**config.mk**
```make
export PLATFORM = sky130hd
export DESIGN_NAME = device_mode_transition_ctrl
export DESIGN_NICKNAME = d
export VERILOG_FILES = /design/src/design/dmtc_pkg.sv /design/src/design/rst_ctrl_if.sv /design/src/design/device_mode_transition_ctrl.sv /design/src/design/reset_out_gen.sv
export SDC_FILE = /design/constraint.sdc
export NUM_CORES = 1
export LEC_CHECK = 0
export BUFFER_PORTS_ARGS = -buffer_cell sky130_fd_sc_hd__buf_4
export CAP_MARGIN = 20
export CORE_ASPECT_RATIO = 1.25
export CORE_MARGIN = 4
export CORE_UTILIZATION = 45
export DETAILED_ROUTE_END_ITERATION = 12
export PLACE_DENSITY = 0.66
export SYNTH_ARGS = -nofsm -noshare
export SYNTH_HDL_FRONTEND = slang
export SYNTH_HIERARCHICAL = 1
export SYNTH_SLANG_ARGS = --single-unit
```
**constraint.sdc**
```tcl
create_clock -name i_clk -period 7.55 [get_ports i_clk]
set_input_delay 1.1325 -clock i_clk [delete_from_list [all_inputs] [get_ports i_clk]]
set_output_delay 1.1325 -clock i_clk [all_outputs]
set_load 0.02 [all_outputs]
```
**src/design/dmtc_pkg.sv**
```systemverilog
// Purpose: shared constants and types of the device mode transition control
// Assumes: 250 MHz core clock
// Notes: times are given in ns and turned into cycle counts here
package dmtc_pkg;
  localparam int CLK_PERIOD_NS = 4;
  // least times round up to whole cycles
  localparam int RESET_DELAY_NS = 10000;
  localparam int RESET_DELAY_CYCLES = (RESET_DELAY_NS + CLK_PERIOD_NS - 1) / CLK_PERIOD_NS;
  localparam int INT_PULSE_NS = 100;
  localparam int INT_PULSE_CYCLES = (INT_PULSE_NS + CLK_PERIOD_NS - 1) / CLK_PERIOD_NS;
  localparam int LONG_OPEN_NS = 200000000;
  localparam int LONG_OPEN_CYCLES = LONG_OPEN_NS / CLK_PERIOD_NS;
  localparam int RST_CNT_W = 12;
  localparam int INT_CNT_W = 5;
  localparam int OPEN_CNT_W = 32;
  // mode field codes of a frame
  localparam logic [1:0] MODE_NORMAL = 2'h0;
  localparam logic [1:0] MODE_SLEEP = 2'h1;
  localparam logic [1:0] MODE_STOP = 2'h2;
  localparam logic [1:0] MODE_SOFT_RESET = 2'h3;
  // wake source positions
  localparam int WAKE_W = 6;
  localparam int WAKE_CAN = 0;
  localparam int WAKE_LIN = 1;
  localparam int WAKE_INPUT = 2;
  localparam int WAKE_CSENSE = 3;
  localparam int WAKE_CWAKE = 4;
  localparam int WAKE_BRAKE = 5;
  // status flag positions
  localparam int FLAG_W = 5;
  localparam int FLAG_WATCHDOG_FAILURE_FLAG = 0;
  localparam int FLAG_MAIN_UV = 1;
  localparam int FLAG_SUPPLY_UV = 2;
  localparam int FLAG_SPI_FAIL = 3;
  localparam int FLAG_RESTART = 4;
  localparam logic [FLAG_W-1:0] FLAGS_RESET = 5'h00;
  localparam logic [WAKE_W-1:0] WAKE_RESET = 6'h00;
  // synchronised pin positions
  localparam int PIN_MAIN_OK = 0;
  localparam int PIN_SUPPLY_OK = 1;
  localparam int PIN_MAIN_UV = 2;
  localparam int PIN_MAIN_OV = 3;
  localparam int PIN_THERMAL = 4;
  localparam int PIN_SHORT = 5;
  localparam int PIN_DEV_SEL = 6;
  localparam int PIN_WAKE = 7;
  localparam int PIN_W = 13;
  typedef enum logic [2:0] {
    ST_INIT, ST_NORMAL, ST_STOP, ST_SLEEP, ST_RESTART, ST_FAILSAFE
  } dev_mode_type;
endpackage

```
**src/design/rst_ctrl_if.sv**
```systemverilog
// Purpose: link between mode control and reset output generator
// Assumes: single clock domain
// Notes: hold_low and pulse_req come from the mode control
`timescale 1ns/1ps
`default_nettype none
interface rst_ctrl_if;
  logic hold_low;
  logic pulse_req;
  logic rst_high;
  logic released;
  modport ctrl (output hold_low, output pulse_req, input rst_high, input released);
  modport gen (input hold_low, input pulse_req, output rst_high, output released);
endinterface
`default_nettype wire

```
**src/design/device_mode_transition_ctrl.sv**
```systemverilog
// Purpose: device mode state machine with software development variant
// Assumes: frame, watchdog and config inputs come from logic on i_clk
// Notes: fail-safe is only left by power-on; supply pins are synchronised
`timescale 1ns/1ps
`default_nettype none
// Behaviour
// RULE1 - dev mode: watchdog failure never forces restart
// RULE2 - dev mode: CAN/LIN default on in init
// RULE3 - dev mode: watchdog on, wrong trigger pulses interrupt
// RULE4 - watchdog disable: no interrupt, no failure flag
// RULE5 - mask bit leaves only the failure flag
// RULE6 - short in init blocks dev mode
// RULE7 - power-up or soft reset enters init, reloads
// RULE8 - soft reset pulses reset unless select set
// RULE9 - reset held low below threshold, then delay
// RULE10 - undervoltage flag/restart only after first release
// RULE11 - wake events in init are discarded
// RULE12 - init: supply flag updates after reset high
// RULE13 - any valid frame in window enters normal
// RULE14 - sleep or bad frame in init: flag failure
// RULE15 - stop by command; interrupt if wake pending
// RULE16 - sleep from stop: failure flag, restart
// RULE17 - sleep without wake source: failure, restart
// RULE18 - sleep command drives reset low at once
// RULE19 - faults at sleep entry take priority
// RULE20 - stop to normal only by command
// RULE21 - sleep wake goes restart, records source
// RULE22 - reset release: restart to normal, watchdog window
module device_mode_transition_ctrl #(
  parameter int unsigned LONG_OPEN_CYCLES = dmtc_pkg::LONG_OPEN_CYCLES
) (
  // clock and reset
  input wire logic i_clk,
  input wire logic i_arst_n,
  // supply and fault pins
  input wire logic i_main_reg_ok,
  input wire logic i_supply_ok,
  input wire logic i_main_reg_uv,
  input wire logic i_main_reg_ov,
  input wire logic i_thermal_shutdown_event,
  input wire logic i_main_reg_short,
  input wire logic i_dev_mode_select,
  input wire logic [dmtc_pkg::WAKE_W-1:0] i_wake,
  // frame from the serial interface
  input wire logic i_frame_valid,
  input wire logic [1:0] i_frame_mode,
  input wire logic i_frame_content_bad,
  // configuration
  input wire logic i_ov_to_failsafe,
  input wire logic i_soft_reset_reset_select,
  input wire logic i_dev_watchdog_disable,
  input wire logic i_dev_watchdog_irq_mask,
  input wire logic i_wake_sources_enabled,
  input wire logic i_wake_flags_pending,
  input wire logic i_wd_trigger_fail,
  input wire logic [dmtc_pkg::FLAG_W-1:0] i_flag_clear,
  input wire logic [dmtc_pkg::WAKE_W-1:0] i_wake_status_clear,
  // pins to host
  output logic o_reset_out_n,
  output logic o_interrupt_out_n,
  // status
  output dmtc_pkg::dev_mode_type o_mode,
  output logic o_dev_mode_active,
  output logic o_can_lin_default_on,
  output logic o_watchdog_enabled,
  output logic [dmtc_pkg::FLAG_W-1:0] o_flags,
  output logic [dmtc_pkg::WAKE_W-1:0] o_wake_status,
  output logic o_soft_reset_load,
  output logic o_wd_restart
);
  typedef struct packed {
    logic [dmtc_pkg::PIN_W-1:0] s1;
    logic [dmtc_pkg::PIN_W-1:0] s2;
    dmtc_pkg::dev_mode_type st;
    logic dev;
    logic ever_rel;
    logic wd_en;
    logic can_lin;
    logic [dmtc_pkg::FLAG_W-1:0] flags;
    logic [dmtc_pkg::WAKE_W-1:0] wake_stat;
    logic int_n;
    logic [dmtc_pkg::INT_CNT_W-1:0] int_cnt;
    logic open;
    logic [dmtc_pkg::OPEN_CNT_W-1:0] open_cnt;
    logic soft_load;
    logic wd_restart;
  } ctrl_state_type;
  ctrl_state_type q, d;

  rst_ctrl_if rc ();

  logic main_ok, supply_ok, main_uv, main_ov, thermal, short_gnd, dev_sel;
  logic [dmtc_pkg::WAKE_W-1:0] wake;
  logic fault_fs, fault_rs, wd_act, wd_evt, wd_forces, int_req, pulse_req;

  function automatic logic frame_is(input logic v, input logic [1:0] m, input logic [1:0] code);
    return v && (m == code);
  endfunction

  // only the second stage of each synchroniser is looked at
  assign main_ok = q.s2[dmtc_pkg::PIN_MAIN_OK];
  assign supply_ok = q.s2[dmtc_pkg::PIN_SUPPLY_OK];
  assign main_uv = q.s2[dmtc_pkg::PIN_MAIN_UV];
  assign main_ov = q.s2[dmtc_pkg::PIN_MAIN_OV];
  assign thermal = q.s2[dmtc_pkg::PIN_THERMAL];
  assign short_gnd = q.s2[dmtc_pkg::PIN_SHORT];
  assign dev_sel = q.s2[dmtc_pkg::PIN_DEV_SEL];
  assign wake = q.s2[dmtc_pkg::PIN_WAKE +: dmtc_pkg::WAKE_W];

  assign fault_fs = thermal || short_gnd || (main_ov && i_ov_to_failsafe);
  assign fault_rs = (main_uv && q.ever_rel) || (main_ov && !i_ov_to_failsafe); // [RULE10]
  assign wd_act = !(q.dev && i_dev_watchdog_disable); // [RULE4]
  assign wd_evt = i_wd_trigger_fail ||
    (q.st == dmtc_pkg::ST_INIT && q.open && q.open_cnt == '0);
  assign wd_forces = wd_evt && wd_act && !q.dev; // [RULE1]

  always_comb begin
    d = q;
    d.s1 = {i_wake, i_dev_mode_select, i_main_reg_short, i_thermal_shutdown_event,
            i_main_reg_ov, i_main_reg_uv, i_supply_ok, i_main_reg_ok};
    d.s2 = q.s1;
    d.soft_load = 1'b0;
    d.wd_restart = 1'b0;
    int_req = 1'b0;
    pulse_req = 1'b0;
    // hardware set wins over a clear in the same cycle
    d.flags = q.flags & ~i_flag_clear;
    d.wake_stat = q.wake_stat & ~i_wake_status_clear;
    if (wd_evt && wd_act) begin
      d.flags[dmtc_pkg::FLAG_WATCHDOG_FAILURE_FLAG] = 1'b1; // [RULE4]
      int_req = q.dev && !i_dev_watchdog_irq_mask; // [RULE3] [RULE5]
    end
    if (main_uv && q.ever_rel) begin
      d.flags[dmtc_pkg::FLAG_MAIN_UV] = 1'b1; // [RULE10]
    end
    if (!supply_ok && (q.st != dmtc_pkg::ST_INIT || rc.rst_high)) begin
      d.flags[dmtc_pkg::FLAG_SUPPLY_UV] = 1'b1; // [RULE12]
    end
    // long open window runs from each reset rising edge
    if (rc.released) begin
      d.ever_rel = 1'b1; // [RULE10]
      d.open = 1'b1;
      d.open_cnt = dmtc_pkg::OPEN_CNT_W'(LONG_OPEN_CYCLES - 1); // [RULE22]
    end else if (q.open) begin
      if (q.open_cnt == '0) begin
        d.open = 1'b0;
      end else begin
        d.open_cnt = q.open_cnt - 1'b1;
      end
    end
    // the development strap is followed until the first reset release
    if (q.st == dmtc_pkg::ST_INIT && !q.ever_rel && !short_gnd) begin
      d.dev = dev_sel;
    end
    unique case (q.st)
      dmtc_pkg::ST_INIT: begin
        // wake inputs are not looked at here, so they are lost [RULE11]
        if (short_gnd) begin
          d.st = dmtc_pkg::ST_FAILSAFE;
          d.dev = 1'b0; // [RULE6]
        end else if (thermal) begin
          d.st = dmtc_pkg::ST_FAILSAFE;
        end else if (i_frame_valid && rc.rst_high && q.open) begin
          d.st = dmtc_pkg::ST_NORMAL; // [RULE13]
          d.open = 1'b0;
          if (frame_is(i_frame_valid, i_frame_mode, dmtc_pkg::MODE_SLEEP) ||
              i_frame_content_bad) begin
            d.flags[dmtc_pkg::FLAG_SPI_FAIL] = 1'b1; // [RULE14]
          end
        end
      end
      dmtc_pkg::ST_NORMAL, dmtc_pkg::ST_STOP: begin
        // faults are checked before any command, also at sleep entry [RULE19]
        if (fault_fs) begin
          d.st = dmtc_pkg::ST_FAILSAFE;
        end else if (fault_rs || wd_forces) begin
          d.st = dmtc_pkg::ST_RESTART; // [RULE1]
        end else if (frame_is(i_frame_valid, i_frame_mode, dmtc_pkg::MODE_SOFT_RESET)) begin
          d.st = dmtc_pkg::ST_INIT; // [RULE7]
          d.soft_load = 1'b1;
          d.flags = dmtc_pkg::FLAGS_RESET;
          d.wake_stat = dmtc_pkg::WAKE_RESET;
          d.open = 1'b1;
          d.open_cnt = dmtc_pkg::OPEN_CNT_W'(LONG_OPEN_CYCLES - 1);
          pulse_req = !i_soft_reset_reset_select; // [RULE8]
        end else if (q.st == dmtc_pkg::ST_NORMAL) begin
          if (frame_is(i_frame_valid, i_frame_mode, dmtc_pkg::MODE_STOP)) begin
            d.st = dmtc_pkg::ST_STOP; // [RULE15]
            // a watchdog event in the same cycle keeps its pulse
            int_req = int_req || i_wake_flags_pending;
          end else if (frame_is(i_frame_valid, i_frame_mode, dmtc_pkg::MODE_SLEEP)) begin
            if (!i_wake_sources_enabled) begin
              d.st = dmtc_pkg::ST_RESTART; // [RULE17]
              d.flags[dmtc_pkg::FLAG_SPI_FAIL] = 1'b1;
            end else begin
              d.st = dmtc_pkg::ST_SLEEP;
            end
          end
        end else if (frame_is(i_frame_valid, i_frame_mode, dmtc_pkg::MODE_NORMAL)) begin
          d.st = dmtc_pkg::ST_NORMAL; // [RULE20]
        end else if (frame_is(i_frame_valid, i_frame_mode, dmtc_pkg::MODE_SLEEP)) begin
          d.st = dmtc_pkg::ST_RESTART; // [RULE16]
          d.flags[dmtc_pkg::FLAG_SPI_FAIL] = 1'b1;
        end
      end
      dmtc_pkg::ST_SLEEP: begin
        if (thermal) begin
          d.st = dmtc_pkg::ST_FAILSAFE;
        end else if (|wake) begin
          d.st = dmtc_pkg::ST_RESTART; // [RULE21]
          d.wake_stat = d.wake_stat | wake;
        end
      end
      dmtc_pkg::ST_RESTART: begin
        if (rc.released) begin
          d.st = dmtc_pkg::ST_NORMAL; // [RULE22]
          d.wd_restart = 1'b1;
        end
      end
      dmtc_pkg::ST_FAILSAFE: begin
      end
      default: begin
        d.st = dmtc_pkg::ST_INIT;
      end
    endcase
    if (d.st == dmtc_pkg::ST_RESTART && q.st != dmtc_pkg::ST_RESTART) begin
      d.flags[dmtc_pkg::FLAG_RESTART] = 1'b1; // [RULE21]
    end
    if (d.st == dmtc_pkg::ST_INIT) begin
      d.can_lin = d.dev; // [RULE2]
    end
    d.wd_en = !(d.dev && i_dev_watchdog_disable); // [RULE3]
    // interrupt pulse; a new request restarts it
    if (int_req) begin
      d.int_n = 1'b0;
      d.int_cnt = dmtc_pkg::INT_CNT_W'(dmtc_pkg::INT_PULSE_CYCLES - 1);
    end else if (!q.int_n) begin
      if (q.int_cnt == '0) begin
        d.int_n = 1'b1;
      end else begin
        d.int_cnt = q.int_cnt - 1'b1;
      end
    end
  end

  always_ff @(posedge i_clk or negedge i_arst_n) begin
    if (!i_arst_n) begin
      q <= '0;
      q.int_n <= 1'b1;
    end else begin
      q <= d;
    end
  end

  // reset falls at the same edge as the sleep entry [RULE18]
  // restart entry only pulses it low, so the delay counter can release it [RULE21] [RULE22]
  assign rc.hold_low = !main_ok || d.st == dmtc_pkg::ST_SLEEP ||
    (d.st == dmtc_pkg::ST_RESTART && q.st != dmtc_pkg::ST_RESTART) ||
    d.st == dmtc_pkg::ST_FAILSAFE; // [RULE9]
  assign rc.pulse_req = pulse_req;

  reset_out_gen u_reset_out_gen (
    .i_clk(i_clk),
    .i_arst_n(i_arst_n),
    .rc(rc),
    .o_reset_out_n(o_reset_out_n)
  );

  assign o_interrupt_out_n = q.int_n;
  assign o_mode = q.st;
  assign o_dev_mode_active = q.dev;
  assign o_can_lin_default_on = q.can_lin;
  assign o_watchdog_enabled = q.wd_en;
  assign o_flags = q.flags;
  assign o_wake_status = q.wake_stat;
  assign o_soft_reset_load = q.soft_load;
  assign o_wd_restart = q.wd_restart;
endmodule // device_mode_transition_ctrl
`default_nettype wire

```
**src/design/reset_out_gen.sv**
```systemverilog
// Purpose: drives the reset output and its release delay
// Assumes: hold_low already covers the main regulator threshold
// Notes: released is a one-cycle pulse on the rising edge of the output
`timescale 1ns/1ps
`default_nettype none
module reset_out_gen (
  // clock and reset
  input wire logic i_clk,
  input wire logic i_arst_n,
  // control link
  rst_ctrl_if.gen rc,
  // pin
  output logic o_reset_out_n
);
  typedef struct packed {
    logic rst_n;
    logic released;
    logic [dmtc_pkg::RST_CNT_W-1:0] cnt;
  } gen_state_type;
  gen_state_type q, d;

  always_comb begin
    d = q;
    d.released = 1'b0;
    if (rc.hold_low || rc.pulse_req) begin
      d.rst_n = 1'b0;
      d.cnt = '0;
    end else if (!q.rst_n) begin
      // delay only counts while the regulator stays above threshold [RULE9]
      if (q.cnt == dmtc_pkg::RST_CNT_W'(dmtc_pkg::RESET_DELAY_CYCLES - 1)) begin
        d.rst_n = 1'b1;
        d.released = 1'b1;
      end else begin
        d.cnt = q.cnt + 1'b1;
      end
    end
  end

  always_ff @(posedge i_clk or negedge i_arst_n) begin
    if (!i_arst_n) begin
      q <= '0;
    end else begin
      q <= d;
    end
  end

  assign o_reset_out_n = q.rst_n;
  assign rc.rst_high = q.rst_n;
  assign rc.released = q.released;
endmodule // reset_out_gen
`default_nettype wire

```
# After elaboration in Yosys (flattened, before gate mapping)
# Index checks and enable logic that the tools add are counted.
# word_totals
reg_bits	99
in_bits	37
# classes
muxes	79
n_eq_ne	17
add_sub_neg	3
n_reduce_logical	52
bitwise	5
# op_table
cell	count
34-bit 2-to-1 mux	3
33-bit 2-to-1 mux	3
3-bit 2-to-1 mux	16
1-bit 2-to-1 mux	40
32-bit zero test	1
32-bit 2-to-1 mux	1
32-bit by 1-bit subtractor with 32-bit output, second input constant	1
12-bit 2-to-1 mux	2
6-bit 2-to-1 mux	4
11-bit 2-to-1 mux	2
1-bit logical AND	20
3-bit one-hot mux with 5 select lines	1
14-bit 2-to-1 mux	1
12-bit by 1-bit adder with 12-bit output, second input constant	1
12-bit equality test, second input constant	1
3-bit equality test, second input constant	4
1-bit logical OR	12
6-bit one-hot mux with 2 select lines	1
1-bit zero test	10
3-bit by 2-bit equality test with 1-bit output, second input constant	3
9-bit 2-to-1 mux	1
6-bit bitwise AND	1
3-bit zero test	2
6-bit NOT	1
19 further kinds	24

# Depth between registers and ports, before layout
# Gate-level depths: netlist (run 1).
# depth
word_depth	17
mapped_depth	12
mapped_depth_nobuf	10

# By module
# Netlist (run 1), hierarchy kept.
# by_module_without_submodules
mod	seq_area_each_um2	cells_each	area_per_inst_um2	n_inst
device_mode_transition_ctrl	2128.3	385	3922.5	1
reset_out_gen	350.3	81	825.8	1

# Worst setup path before layout (run 1)
# Ideal clock, no wire load.
# synth_timing
path_type	input to register
from	in i_wake_sources_enabled
to	reg u_reset_out_gen/q[10] (netlist bit)
cell_stages	11
path_buffers	1
path_slack_ps	4496
t_required_ps	7429
arrival_time_ps	2933
path_cell_list	nor4bb_1 -> o211a_1 -> o221ai_1 -> nand3_1 -> nor2_1 -> a21oi_1 -> nor2_1 -> and2_1 -> clkbuf_1 -> a211o_1 -> a22o_1
# synth_lines
element	line	text
from (decl)	device_mode_transition_ctrl.sv:53	input wire logic i_wake_sources_enabled,
to (signal assigned)	reset_out_gen.sv:41	q <= '0;
to (signal assigned)	reset_out_gen.sv:43	q <= d;
to (decl)	reset_out_gen.sv:20	gen_state_type q, d;

==> impl_metrics.ini, run 1 <==
[timing]
setup_tns_ns = 0
final_max_slew_viol_count = 0
min_period_over_period = 0.459
timing_worst_slew_pin_value_ns = 1.02
timing.final.hold_violations = 0
max_transition_margin = 0.311
report.final.setup_viol = 0
rsz0062_at_grt = false
final_period_minus_worst_setup_slack_ns = 3.47
final_critical_path_setup_slack_ns = 4.08
worst_clock_skew_ns = 0.00839
max_freq_ghz = 0.288

[final_layout]
area.growth.synth_to_final_pct = 15.3
antenna_cells = 0
postLayoutCellArea_sq_um = 5480
final_nets = 547
post_layout_nonfiller_instances = 640
post_route_cells_drive_above_1_share = 0.194

[synth]
synth_cell_type_count = 63
netlist_area_sq_um = 4750
synth_top_flop_cell = sky130_fd_sc_hd__dfrtp_1
post_synth_top_area_cell = sky130_fd_sc_hd__dfrtp_1
synth.most_common_cell = sky130_fd_sc_hd__dfrtp_1
avgSynthCellArea_sq_um = 10.2
post_synth_inst_count = 466
postSynth.asyncResetShare = 1.00
area_share_of_the_leading_cell_type_in_the_synthesized_netlist = 0.516
synth.net_count = 507
synth_enable_flop_cells = 0
synth_top_cells_by_area = sky130_fd_sc_hd__dfrtp_1, sky130_fd_sc_hd__xnor2_1, sky130_fd_sc_hd__nor2_1, sky130_fd_sc_hd__nand2_1, sky130_fd_sc_hd__nor3_1
synthTopCellsByCount = sky130_fd_sc_hd__dfrtp_1, sky130_fd_sc_hd__nor2_1, sky130_fd_sc_hd__nand2_1
yosys_warnings = 6
ys_ff_latch = 99
synth_sequential_area_ratio = 0.522

[detailed_routing]
drt-total-wl_microns = 9760
drc = 0
drt_iter0_drc = 244
iteration_count_of_the_initial_detailed_routing_pass = 5
postRouteAntennaNets = 0
vias = 3553
avgRoutedWirePerCell_microns = 15.3
vias_per_cell = 5.55

[cts]
cts_buffer_depth = 2
clock_buffers_created_by_tritoncts = 9
clock-sinks = 99
cts_setup_buffers = 0
clkTransAtPathRegs_ns = 0.07
postCtsResizedCells = 0
worst_skew_pair.late_latency_ns = 0.34
cts_root_buffer = sky130_fd_sc_hd__clkbuf_16
cts_tree = done
cts_max_level = 3
post_cts_hold_buffer_count = 0

[min_path]
number_of_cells_on_the_worst_hold_path = 0
hold_class = reg -> reg

[placement]
place.gp.congestion = 0.860
placedCellCount = 624
dpl.hpwl_microns = 6860
dpl-instance-area_sq_um = 5150
number_of_buffer_cells_added_on_primary_ports = 57
preCtsSetupSlack_ns = 3.81

[worst_setup_path]
timing.critical_path.from_type = primary input
timing.critical_path.to_type = flip-flop
cp_data_arrival_time_ns = 3.72
setup.worst_path.class = in -> reg
reg2regPathDepth = 9
worst_path_maximum_fanout = 8
critPathRequiredTime_ns = 7.80

[floorplan]
die-height_microns = 123
initial_utilization = 0.465
ios = 58
die_w_microns = 99.9
fp-row-count = 41
fp.coreArea_sq_um = 10200
fp.dieArea_sq_um = 12300

[grt]
grt_max_degree = 66
first_pass_grt_wire_length_microns = 16400
groute.usage.overall = 0.168
grt.overflow.total = 0
grt_antenna_before_repair = 0
grt_pass1_vias = 3494

[power]
vdd_drop_max_uv = 120
pwr_density_cell_nw_per_um2 = 243
p_leak_uw = 0.00231

[run]
timing.max_cap.violations = 0

[run_status]
run_status = finished clean
-- cell usage in the layout (no fill, tap or decap), drive strengths merged, types with 8 or more instances in the layout --
cell type / synthesis / routed
o31ai: 10 / 10
nor2: 51 / 51
clkbuf: 10 / 9
a21oi: 19 / 19
o21ai: 18 / 18
or3: 12 / 12
xnor2: 25 / 25
nand2: 35 / 35
nand4: 8 / 8
nand3: 8 / 8
nand2b: 11 / 11
nor4: 16 / 16
inv: 15 / 19
buf: 21 / 60
nor3: 26 / 26
and3: 8 / 8
dfrtp: 98 / 98
nor2b: 12 / 12
-- cells by family after synthesis --
group | Yosys count | share of synthesized area
AO/OA/AOI/OAI | 80 | 0.113
AND/OR/NAND/NOR | 208 | 0.244
XOR/XNOR | 28 | 0.0516
flip-flops | 99 | 0.522
buffers and inverters | 46 | 0.0569
multiplexers | 1 | 0.00237
adder cells (fa/ha/maj) | 4 | 0.0105
-- power breakdown --
part	internal [uW]	switching, uW	total, uW
logic	92.0	106	198
clock network	296	206	502
registers	582	46.5	628
total	970	359	1330
-- final cells by class --
cell class,instances,area [sq um]
Clock buffer,9,225
Clock inverter,7,104
Fill cell,911,4730
Inverter,15,56.3
Multi-Input combinational cell,321,2000
Sequential cell,99,2480
Tap cell,129,161
Timing Repair Buffer,60,450
-- critical path, cell delays in order --
cell,delay (ns)
sky130_fd_sc_hd__buf_4,0.08
sky130_fd_sc_hd__nor4bb_1,0.36
sky130_fd_sc_hd__nor3_1,0.11
sky130_fd_sc_hd__o21ai_0,0.20
sky130_fd_sc_hd__o221ai_1,0.24
sky130_fd_sc_hd__nor3_1,0.22
sky130_fd_sc_hd__a21oi_1,0.10
sky130_fd_sc_hd__nor3_1,0.80
sky130_fd_sc_hd__nand2_1,0.20
sky130_fd_sc_hd__o31ai_1,0.27
-- sequential cells by signal, summed over array words and instances (netlist names), 3 cells and up --
register,flops
q,48
d,13
u_reset_out_gen/q,12
o_wake_status,6
o_flags,5
o_mode,3
-- per-stage QoR --
| stage | total power, uW | hold slack (ns) | utilization |
|---|---|---|---|
| 2_1_floorplan | 765 | 0.331 | - |
| 5_1_grt | 1390 | 0.348 | 0.536 |
| 3_3_place_gp | 832 | 0.334 | 0.504 |
| 4_1_cts | 1350 | 0.349 | 0.536 |
| 3_5_place_dp | 839 | 0.335 | 0.504 |
| 6_report | 1330 | 0.347 | 0.536 |
-- worst paths after layout --
| check | start | end | slack, ns |
|---|---|---|---|
| setup / recovery | i_wake_sources_enabled | u_reset_out_gen/q[7] | 4.08 |
| hold / removal | d[66] | q[66] | 0.35 |
| setup reg to reg | o_mode[0] | u_reset_out_gen/q[7] | 4.34 |
| hold reg to reg | d[66] | q[66] | 0.35 |
| max in group asynchronous | i_arst_n | q[18] | 5.66 |
| min in group asynchronous | i_arst_n | d[67] | 0.73 |
-- metal layers --
metal  vias up  track usage  share of wire
met5         -            0              0
met4         0       0.0743          0.023
met3        18       0.0324          0.051
met2        94        0.266           0.49
met1      1710        0.223           0.44
li1       1731            -              -
Note: power is estimated with default switching activity, not from simulation.
==> run 2: changes to the inputs <==
--- a/config.mk
+++ b/config.mk
@@ -5,6 +5,7 @@
 export SDC_FILE = /design/constraint.sdc
 export NUM_CORES = 1
 export LEC_CHECK = 0
+export ABC_AREA = 1
 export BUFFER_PORTS_ARGS = -buffer_cell sky130_fd_sc_hd__buf_4
 export CAP_MARGIN = 20
 export CORE_ASPECT_RATIO = 1.25
==> constraint.sdc (replaced) <==
create_clock -name i_clk -period 3.3 [get_ports i_clk]
set_input_delay 0.495 -clock i_clk [delete_from_list [all_inputs] [get_ports i_clk]]
set_output_delay 0.495 -clock i_clk [all_outputs]
set_load 0.02 [all_outputs]
==> run 2 against run 1 <==
  * Non-clock buffer count up 3
  * Sequential share of layout area down 5.2 points
  * Hold slack worse by 0.17 ns
  * Total power up 95%
  * Worst setup slack worse by 3.8 ns
  * Global-route usage up 2.6 points
  * Sequential power up 110%
  * Area after synthesis up 12%
  * Design area up 13%
  * Die area up 11%
  * Critical endpoint is now u_reset_out_gen/q[2]
==> impl_metrics.ini, run 2 <==
[run_status]
run_status = finished clean

[cts]
clock_buffers_created_by_tritoncts = 9
worst_skew_pair.late_latency_ns = 0.35
cts_tree = done
cts_max_level = 3
postCtsResizedCells = 0
cts_setup_buffers = 0
clkTransAtPathRegs_ns = 0.07
post_cts_hold_buffer_count = 0
clock-sinks = 99
cts_buffer_depth = 2
cts_root_buffer = sky130_fd_sc_hd__clkbuf_16

[final_layout]
area.growth.synth_to_final_pct = 15.9
post_layout_nonfiller_instances = 899
top_register = q
post_route_cells_drive_above_1_share = 0.167
antenna_cells = 0
mostFrequentLayoutCell = sky130_fd_sc_hd__nand2_1
largest_register_ffs = 48
final_nets = 774
most_frequent_cells_in_the_layout = sky130_fd_sc_hd__nand2_1, sky130_fd_sc_hd__nor2_1, sky130_fd_sc_hd__dfrtp_1

[synth]
post_synth_top_area_cell = sky130_fd_sc_hd__dfrtp_1
synth_enable_flop_cells = 0
netlist_area_sq_um = 5340
synthTopCellsByCount = sky130_fd_sc_hd__nand2_1, sky130_fd_sc_hd__nor2_1, sky130_fd_sc_hd__dfrtp_1
synth_top_flop_cell = sky130_fd_sc_hd__dfrtp_1
synth.net_count = 721
synth_top_cells_by_area = sky130_fd_sc_hd__dfrtp_1, sky130_fd_sc_hd__nand2_1, sky130_fd_sc_hd__nor2_1, sky130_fd_sc_hd__inv_1, sky130_fd_sc_hd__nand3_1
area_share_of_the_leading_cell_type_in_the_synthesized_netlist = 0.460
synth.most_common_cell = sky130_fd_sc_hd__nand2_1
synth_sequential_area_ratio = 0.465
yosys_warnings = 6
ys_ff_latch = 99
avgSynthCellArea_sq_um = 7.85
synth_cell_type_count = 41
postSynth.asyncResetShare = 1.00
post_synth_inst_count = 680

[placement]
number_of_buffer_cells_added_on_primary_ports = 57
placedCellCount = 883
dpl.hpwl_microns = 9280
place.gp.congestion = 0.935

[detailed_routing]
vias = 4438
avgRoutedWirePerCell_microns = 13.7
drt_iter0_drc = 140
iteration_count_of_the_initial_detailed_routing_pass = 5
vias_per_cell = 4.94
postRouteAntennaNets = 0
drc = 0
drt-total-wl_microns = 12300

[worst_setup_path]
timing.critical_path.to_type = flip-flop
timing.critical_path.from_type = flip-flop
cp_data_arrival_time_ns = 3.24
slowest_cp_cell = sky130_fd_sc_hd__a2111oi_0
worstPathBufferInverterCount = 2
critPathRequiredTime_ns = 3.54
worst_path_largest_cell_delay_ns = 0.54
critical_path.top_delay_family = simple AND/OR/NAND/NOR gates
worst_path_maximum_fanout = 12
cp_cell_sequence = inv_1 -> nand2_1 -> inv_1 -> a2111oi_0 -> nand2_1 -> a21oi_1 -> nand3_1 -> nand3_1 -> nor2_4 -> nand2_1 -> nor2_2 -> nand2_2 -> nand2_2 -> nand2_1 -> o21ai_1
critPathMostFrequentCell = sky130_fd_sc_hd__nand2_1
setup.worst_path.class = reg -> reg

[power]
design_power_total_uw = 2590
p_leak_uw = 0.00286
pwr_density_cell_nw_per_um2 = 420
vdd_drop_max_uv = 310

[timing]
setup_tns_ns = 0
report.final.setup_viol = 0
max_transition_margin = 0.535
timing_worst_slew_pin_value_ns = 0.692
max_freq_ghz = 0.334
worst_clock_skew_ns = 0.00852
final_period_minus_worst_setup_slack_ns = 3.00
final_max_slew_viol_count = 0
rsz0062_at_grt = false
min_period_over_period = 0.909
timing.final.hold_violations = 0

[grt]
grt_pass1_vias = 4376
grt.overflow.total = 0
grt_antenna_before_repair = 0
groute.usage.overall = 0.193
grt_max_degree = 100
first_pass_grt_wire_length_microns = 20700

[floorplan]
fp.coreArea_sq_um = 11600
ios = 58
initial_utilization = 0.459
die-height_microns = 130
die_w_microns = 105
fp-row-count = 44
fp.dieArea_sq_um = 13700

[min_path]
hold_class = in -> async

[run]
timing.max_cap.violations = 0
==> run 2: worst paths after layout <==
path	from	end	slack [ns]	depth (start not counted)
min in group i_clk	i_supply_ok	d[60]	0.24	1
max	o_mode[2]	u_reset_out_gen/q[2]	0.30	15
max in group asynchronous	i_arst_n	o_interrupt_out_n	2.70	2
max reg2reg	o_mode[2]	u_reset_out_gen/q[2]	0.30	15
min reg2reg	d[71]	q[71]	0.35	0
min	i_arst_n	q[13]	0.17	2
==> run 2: layout make-up <==
| cell class | count | area [sq um] |
|---|---|---|
| clock inverter | 7 | 85.1 |
| fill | 1092 | 5430 |
| sequential | 99 | 2480 |
| timing repair buffer | 63 | 485 |
| clock buffer | 9 | 225 |
| multi-input combinational | 475 | 2390 |
| tap | 161 | 201 |
| inverter | 85 | 319 |
==> run 2: worst register-to-register path, stage by stage (launching register included) <==
cell and delay (ns):
sky130_fd_sc_hd__dfrtp_1 0.45, sky130_fd_sc_hd__inv_1 0.14, sky130_fd_sc_hd__nand2_1 0.25, sky130_fd_sc_hd__inv_1 0.13, sky130_fd_sc_hd__a2111oi_0 0.54, sky130_fd_sc_hd__nand2_1 0.10, sky130_fd_sc_hd__a21oi_1 0.23, sky130_fd_sc_hd__nand3_1 0.16
sky130_fd_sc_hd__nand3_1 0.21, sky130_fd_sc_hd__nor2_4 0.07, sky130_fd_sc_hd__nand2_1 0.10, sky130_fd_sc_hd__nor2_2 0.05, sky130_fd_sc_hd__nand2_2 0.11, sky130_fd_sc_hd__nand2_2 0.18, sky130_fd_sc_hd__nand2_1 0.11, sky130_fd_sc_hd__o21ai_1 0.07
==> run 2: cell families (layout without fill, tap and decap cells) <==
logic type,after synthesis,after routing,synth area share
simple gates,394,394,0.343
buf+inv,106,164,0.0887
flops,99,99,0.465
compound gates,60,60,0.0668
xor+xnor,17,17,0.0279
fa+ha+maj,4,4,0.00938
==> run 2: per-layer routing <==
metal | share of wire | GRT usage | up-vias
met5 | 0 | 0 | -
met4 | 0.027 | 0.0857 | 0
met2 | 0.50 | 0.329 | 86
met1 | 0.43 | 0.233 | 2056
met3 | 0.038 | 0.0475 | 21
li1 | - | - | 2275
==> run 2: report_power, final <==
| part | internal (uW) | switching (uW) |
|---|---|---|
| clock network | 603 | 500 |
| logic | 85.2 | 109 |
| registers | 1270 | 27.6 |
| total | 1960 | 637 |
==> run 2: stage by stage <==
stage,area [sq um],hold slack [ns],worst slack [ns],utilization
6_report,6180,0.174,0.302,0.532
5_1_grt,6180,0.221,0.0191,0.532
4_1_cts,6180,0.219,0.284,0.532
3_5_place_dp,5870,0.335,0.316,0.505
3_3_place_gp,5870,0.331,0.313,0.505
2_1_floorplan,5340,0.199,0.754,-
==> run 3: changes to the inputs <==
--- a/config.mk
+++ b/config.mk
@@ -13,6 +13,7 @@
 export CORE_UTILIZATION = 45
 export DETAILED_ROUTE_END_ITERATION = 12
 export PLACE_DENSITY = 0.66
+export RECOVER_POWER = 50
 export SYNTH_ARGS = -nofsm -noshare
 export SYNTH_HDL_FRONTEND = slang
 export SYNTH_HIERARCHICAL = 1
==> run 3 against run 2 <==
  * The run now ends with max-capacitance violations, max-slew violations left
  * Die area stayed put
  * Clock power hardly changed
  * Design area decreased by 0.24%
  * Utilization fell by 0.13 points
  * Register-to-register slack hardly changed
  * Non-clock buffer count unchanged
  * Sequential power about the same
  * Combinational power fell by 2%
  * Worst setup slack gained 0.0071 ns
  * Clock-buffer cell count is the same
==> impl_metrics.ini, run 3 (same netlist as run 2, synthesis figures left out) <==
[power]
p_leak_uw = 0.00285
vdd_drop_max_uv = 310
design_power_total_uw = 2590
pwr_density_cell_nw_per_um2 = 420

[final_layout]
largest_register_ffs = 48
final_nets = 774
fin_util = 0.531
post_route_cells_drive_above_1_share = 0.167
top_register = q
most_frequent_cells_in_the_layout = sky130_fd_sc_hd__nand2_1, sky130_fd_sc_hd__nor2_1, sky130_fd_sc_hd__dfrtp_1
antenna_cells = 0
mostFrequentLayoutCell = sky130_fd_sc_hd__nand2_1
area.growth.synth_to_final_pct = 15.6

[timing]
min_period_over_period = 0.906
max_freq_ghz = 0.334
timing_worst_slew_pin_value_ns = 2.40
final_critical_path_setup_slack_ns = 0.309
worst_clock_skew_ns = 0.00702
max_transition_margin = -0.603
timing.final.hold_violations = 0
rsz0062_at_grt = false
final_period_minus_worst_setup_slack_ns = 2.99
final_max_slew_viol_count = 100
report.final.setup_viol = 0
setup_tns_ns = 0

[detailed_routing]
vias = 4463
iteration_count_of_the_initial_detailed_routing_pass = 7
vias_per_cell = 4.96
drc = 0
avgRoutedWirePerCell_microns = 13.7
drt-total-wl_microns = 12300
drt_iter0_drc = 124
postRouteAntennaNets = 0

[worst_setup_path]
slowest_cp_cell = sky130_fd_sc_hd__a2111oi_0
timing.critical_path.from_type = flip-flop
setup.worst_path.class = reg -> reg
cp_data_arrival_time_ns = 3.23
regToRegEndpoint = u_reset_out_gen/q[2]
worst_path_largest_cell_delay_ns = 0.54
timing.critical_path.to_type = flip-flop
reg2regPathDepth = 15
setup.reg_to_reg.worst_slack_ns = 0.31
critical_path.top_delay_family = simple AND/OR/NAND/NOR gates
worst_path_maximum_fanout = 12
last_element_of_the_critical_path = u_reset_out_gen/q[2]
critical_path_depth = 15
critPathMostFrequentCell = sky130_fd_sc_hd__nand2_1
cp_cell_sequence = inv_1 -> nand2_1 -> inv_1 -> a2111oi_0 -> nand2_1 -> a21oi_1 -> nand3_1 -> nand3_1 -> nor2_4 -> nand2_1 -> nor2_2 -> nand2_2 -> nand2_2 -> nand2_1 -> o21ai_1
crit-reg2reg-launch = o_mode[2]
critPathRequiredTime_ns = 3.54
worstPathBufferInverterCount = 2
worst_setup_path_startpoint = o_mode[2]

[cts]
worst_skew_pair.late_latency_ns = 0.35
clock-sinks = 99
post_cts_hold_buffer_count = 0
cts_max_level = 3
cts_root_buffer = sky130_fd_sc_hd__clkbuf_16
cts_buffer_depth = 2
cts_tree = done
clkTransAtPathRegs_ns = 0.07
clock_buffers_created_by_tritoncts = 9

[floorplan]
fp.dieArea_sq_um = 13700
fp.coreArea_sq_um = 11600
die_w_microns = 105
die-height_microns = 130
ios = 58
fp-row-count = 44
initial_utilization = 0.459

[placement]
dpl.hpwl_microns = 9280
place.gp.congestion = 0.935
preCtsSetupSlack_ns = 0.316
number_of_buffer_cells_added_on_primary_ports = 57

[run_status]
failed_checks = max-capacitance violations, max-slew violations
run_status = finished with violations

[grt]
grt_max_degree = 100
groute.usage.overall = 0.193
grt.overflow.total = 0
first_pass_grt_wire_length_microns = 20700
grt_antenna_before_repair = 0
grt_pass1_vias = 4376

[min_path]
worst_hold_startpoint = i_supply_ok
hold_class = in -> reg

[run]
timing.max_cap.violations = 1
run 3: cell types whose count changed in the layout (fill, tap and decap cells not counted), sizes merged:
cell    previous run  this run
buf               63        48
clkbuf             9        24
run 3: worst reg2reg max path, cell delays in order (launching register included):
cell and delay [ns]:
sky130_fd_sc_hd__dfrtp_1 0.45, sky130_fd_sc_hd__inv_1 0.14, sky130_fd_sc_hd__nand2_1 0.25, sky130_fd_sc_hd__inv_1 0.13, sky130_fd_sc_hd__a2111oi_0 0.54, sky130_fd_sc_hd__nand2_1 0.10, sky130_fd_sc_hd__a21oi_1 0.23, sky130_fd_sc_hd__nand3_1 0.16
sky130_fd_sc_hd__nand3_1 0.21, sky130_fd_sc_hd__nor2_4 0.08, sky130_fd_sc_hd__nand2_1 0.10, sky130_fd_sc_hd__nor2_2 0.05, sky130_fd_sc_hd__nand2_2 0.11, sky130_fd_sc_hd__nand2_2 0.18, sky130_fd_sc_hd__nand2_1 0.11, sky130_fd_sc_hd__o21ai_1 0.06
run 3: what timing repair did:
item,4_1_cts,5_1_grt
gates resized for setup,0,1
setup buffers,0,0
setup endpoints to repair,0,6
run 3: layout make-up:
type	instances	area (sq um)
tap	161	201
sequential	99	2480
timing repair buffer	63	470
multi-input combinational	475	2390
fill	1094	5450
clock inverter	7	85.1
inverter	85	319
clock buffer	9	225
run 3: routing by layer:
| layer | share of wire | GRT usage | wire length [microns] | vias to the layer above |
|---|---|---|---|---|
| li1 | - | - | - | 2279 |
| met1 | 0.42 | 0.233 | 5220 | 2052 |
| met2 | 0.50 | 0.329 | 6150 | 111 |
| met3 | 0.048 | 0.0475 | 594 | 21 |
| met4 | 0.028 | 0.0857 | 342 | 0 |
| met5 | 0 | 0 | 0 | - |
run 3: how the worst min path moves through the flow:
stage,slack (ns),depth (start not counted),endpoint
3_3_place_gp,0.33,0,main_ov
2_1_floorplan,0.20,0,d[59]
3_5_place_dp,0.33,0,q[69]
5_1_grt,0.24,1,d[70]
4_1_cts,0.22,2,q[16]
6_report,0.27,1,d[60]
run 3: metrics by stage:
stage,area [sq um],cells,hold slack (ns)
2_1_floorplan,5340,680,0.199
4_1_cts,6180,899,0.219
3_5_place_dp,5870,883,0.335
6_report,6170,899,0.267
3_3_place_gp,5870,883,0.331
5_1_grt,6170,899,0.245
run 3: power by group:
| part | switching (uW) | leakage, uW | total, uW | internal [uW] |
|---|---|---|---|---|
| combinational | 109 | 0.00158 | 191 | 82.1 |
| sequential | 27.7 | 0.00113 | 1300 | 1270 |
| clock | 502 | 0.000146 | 1100 | 603 |
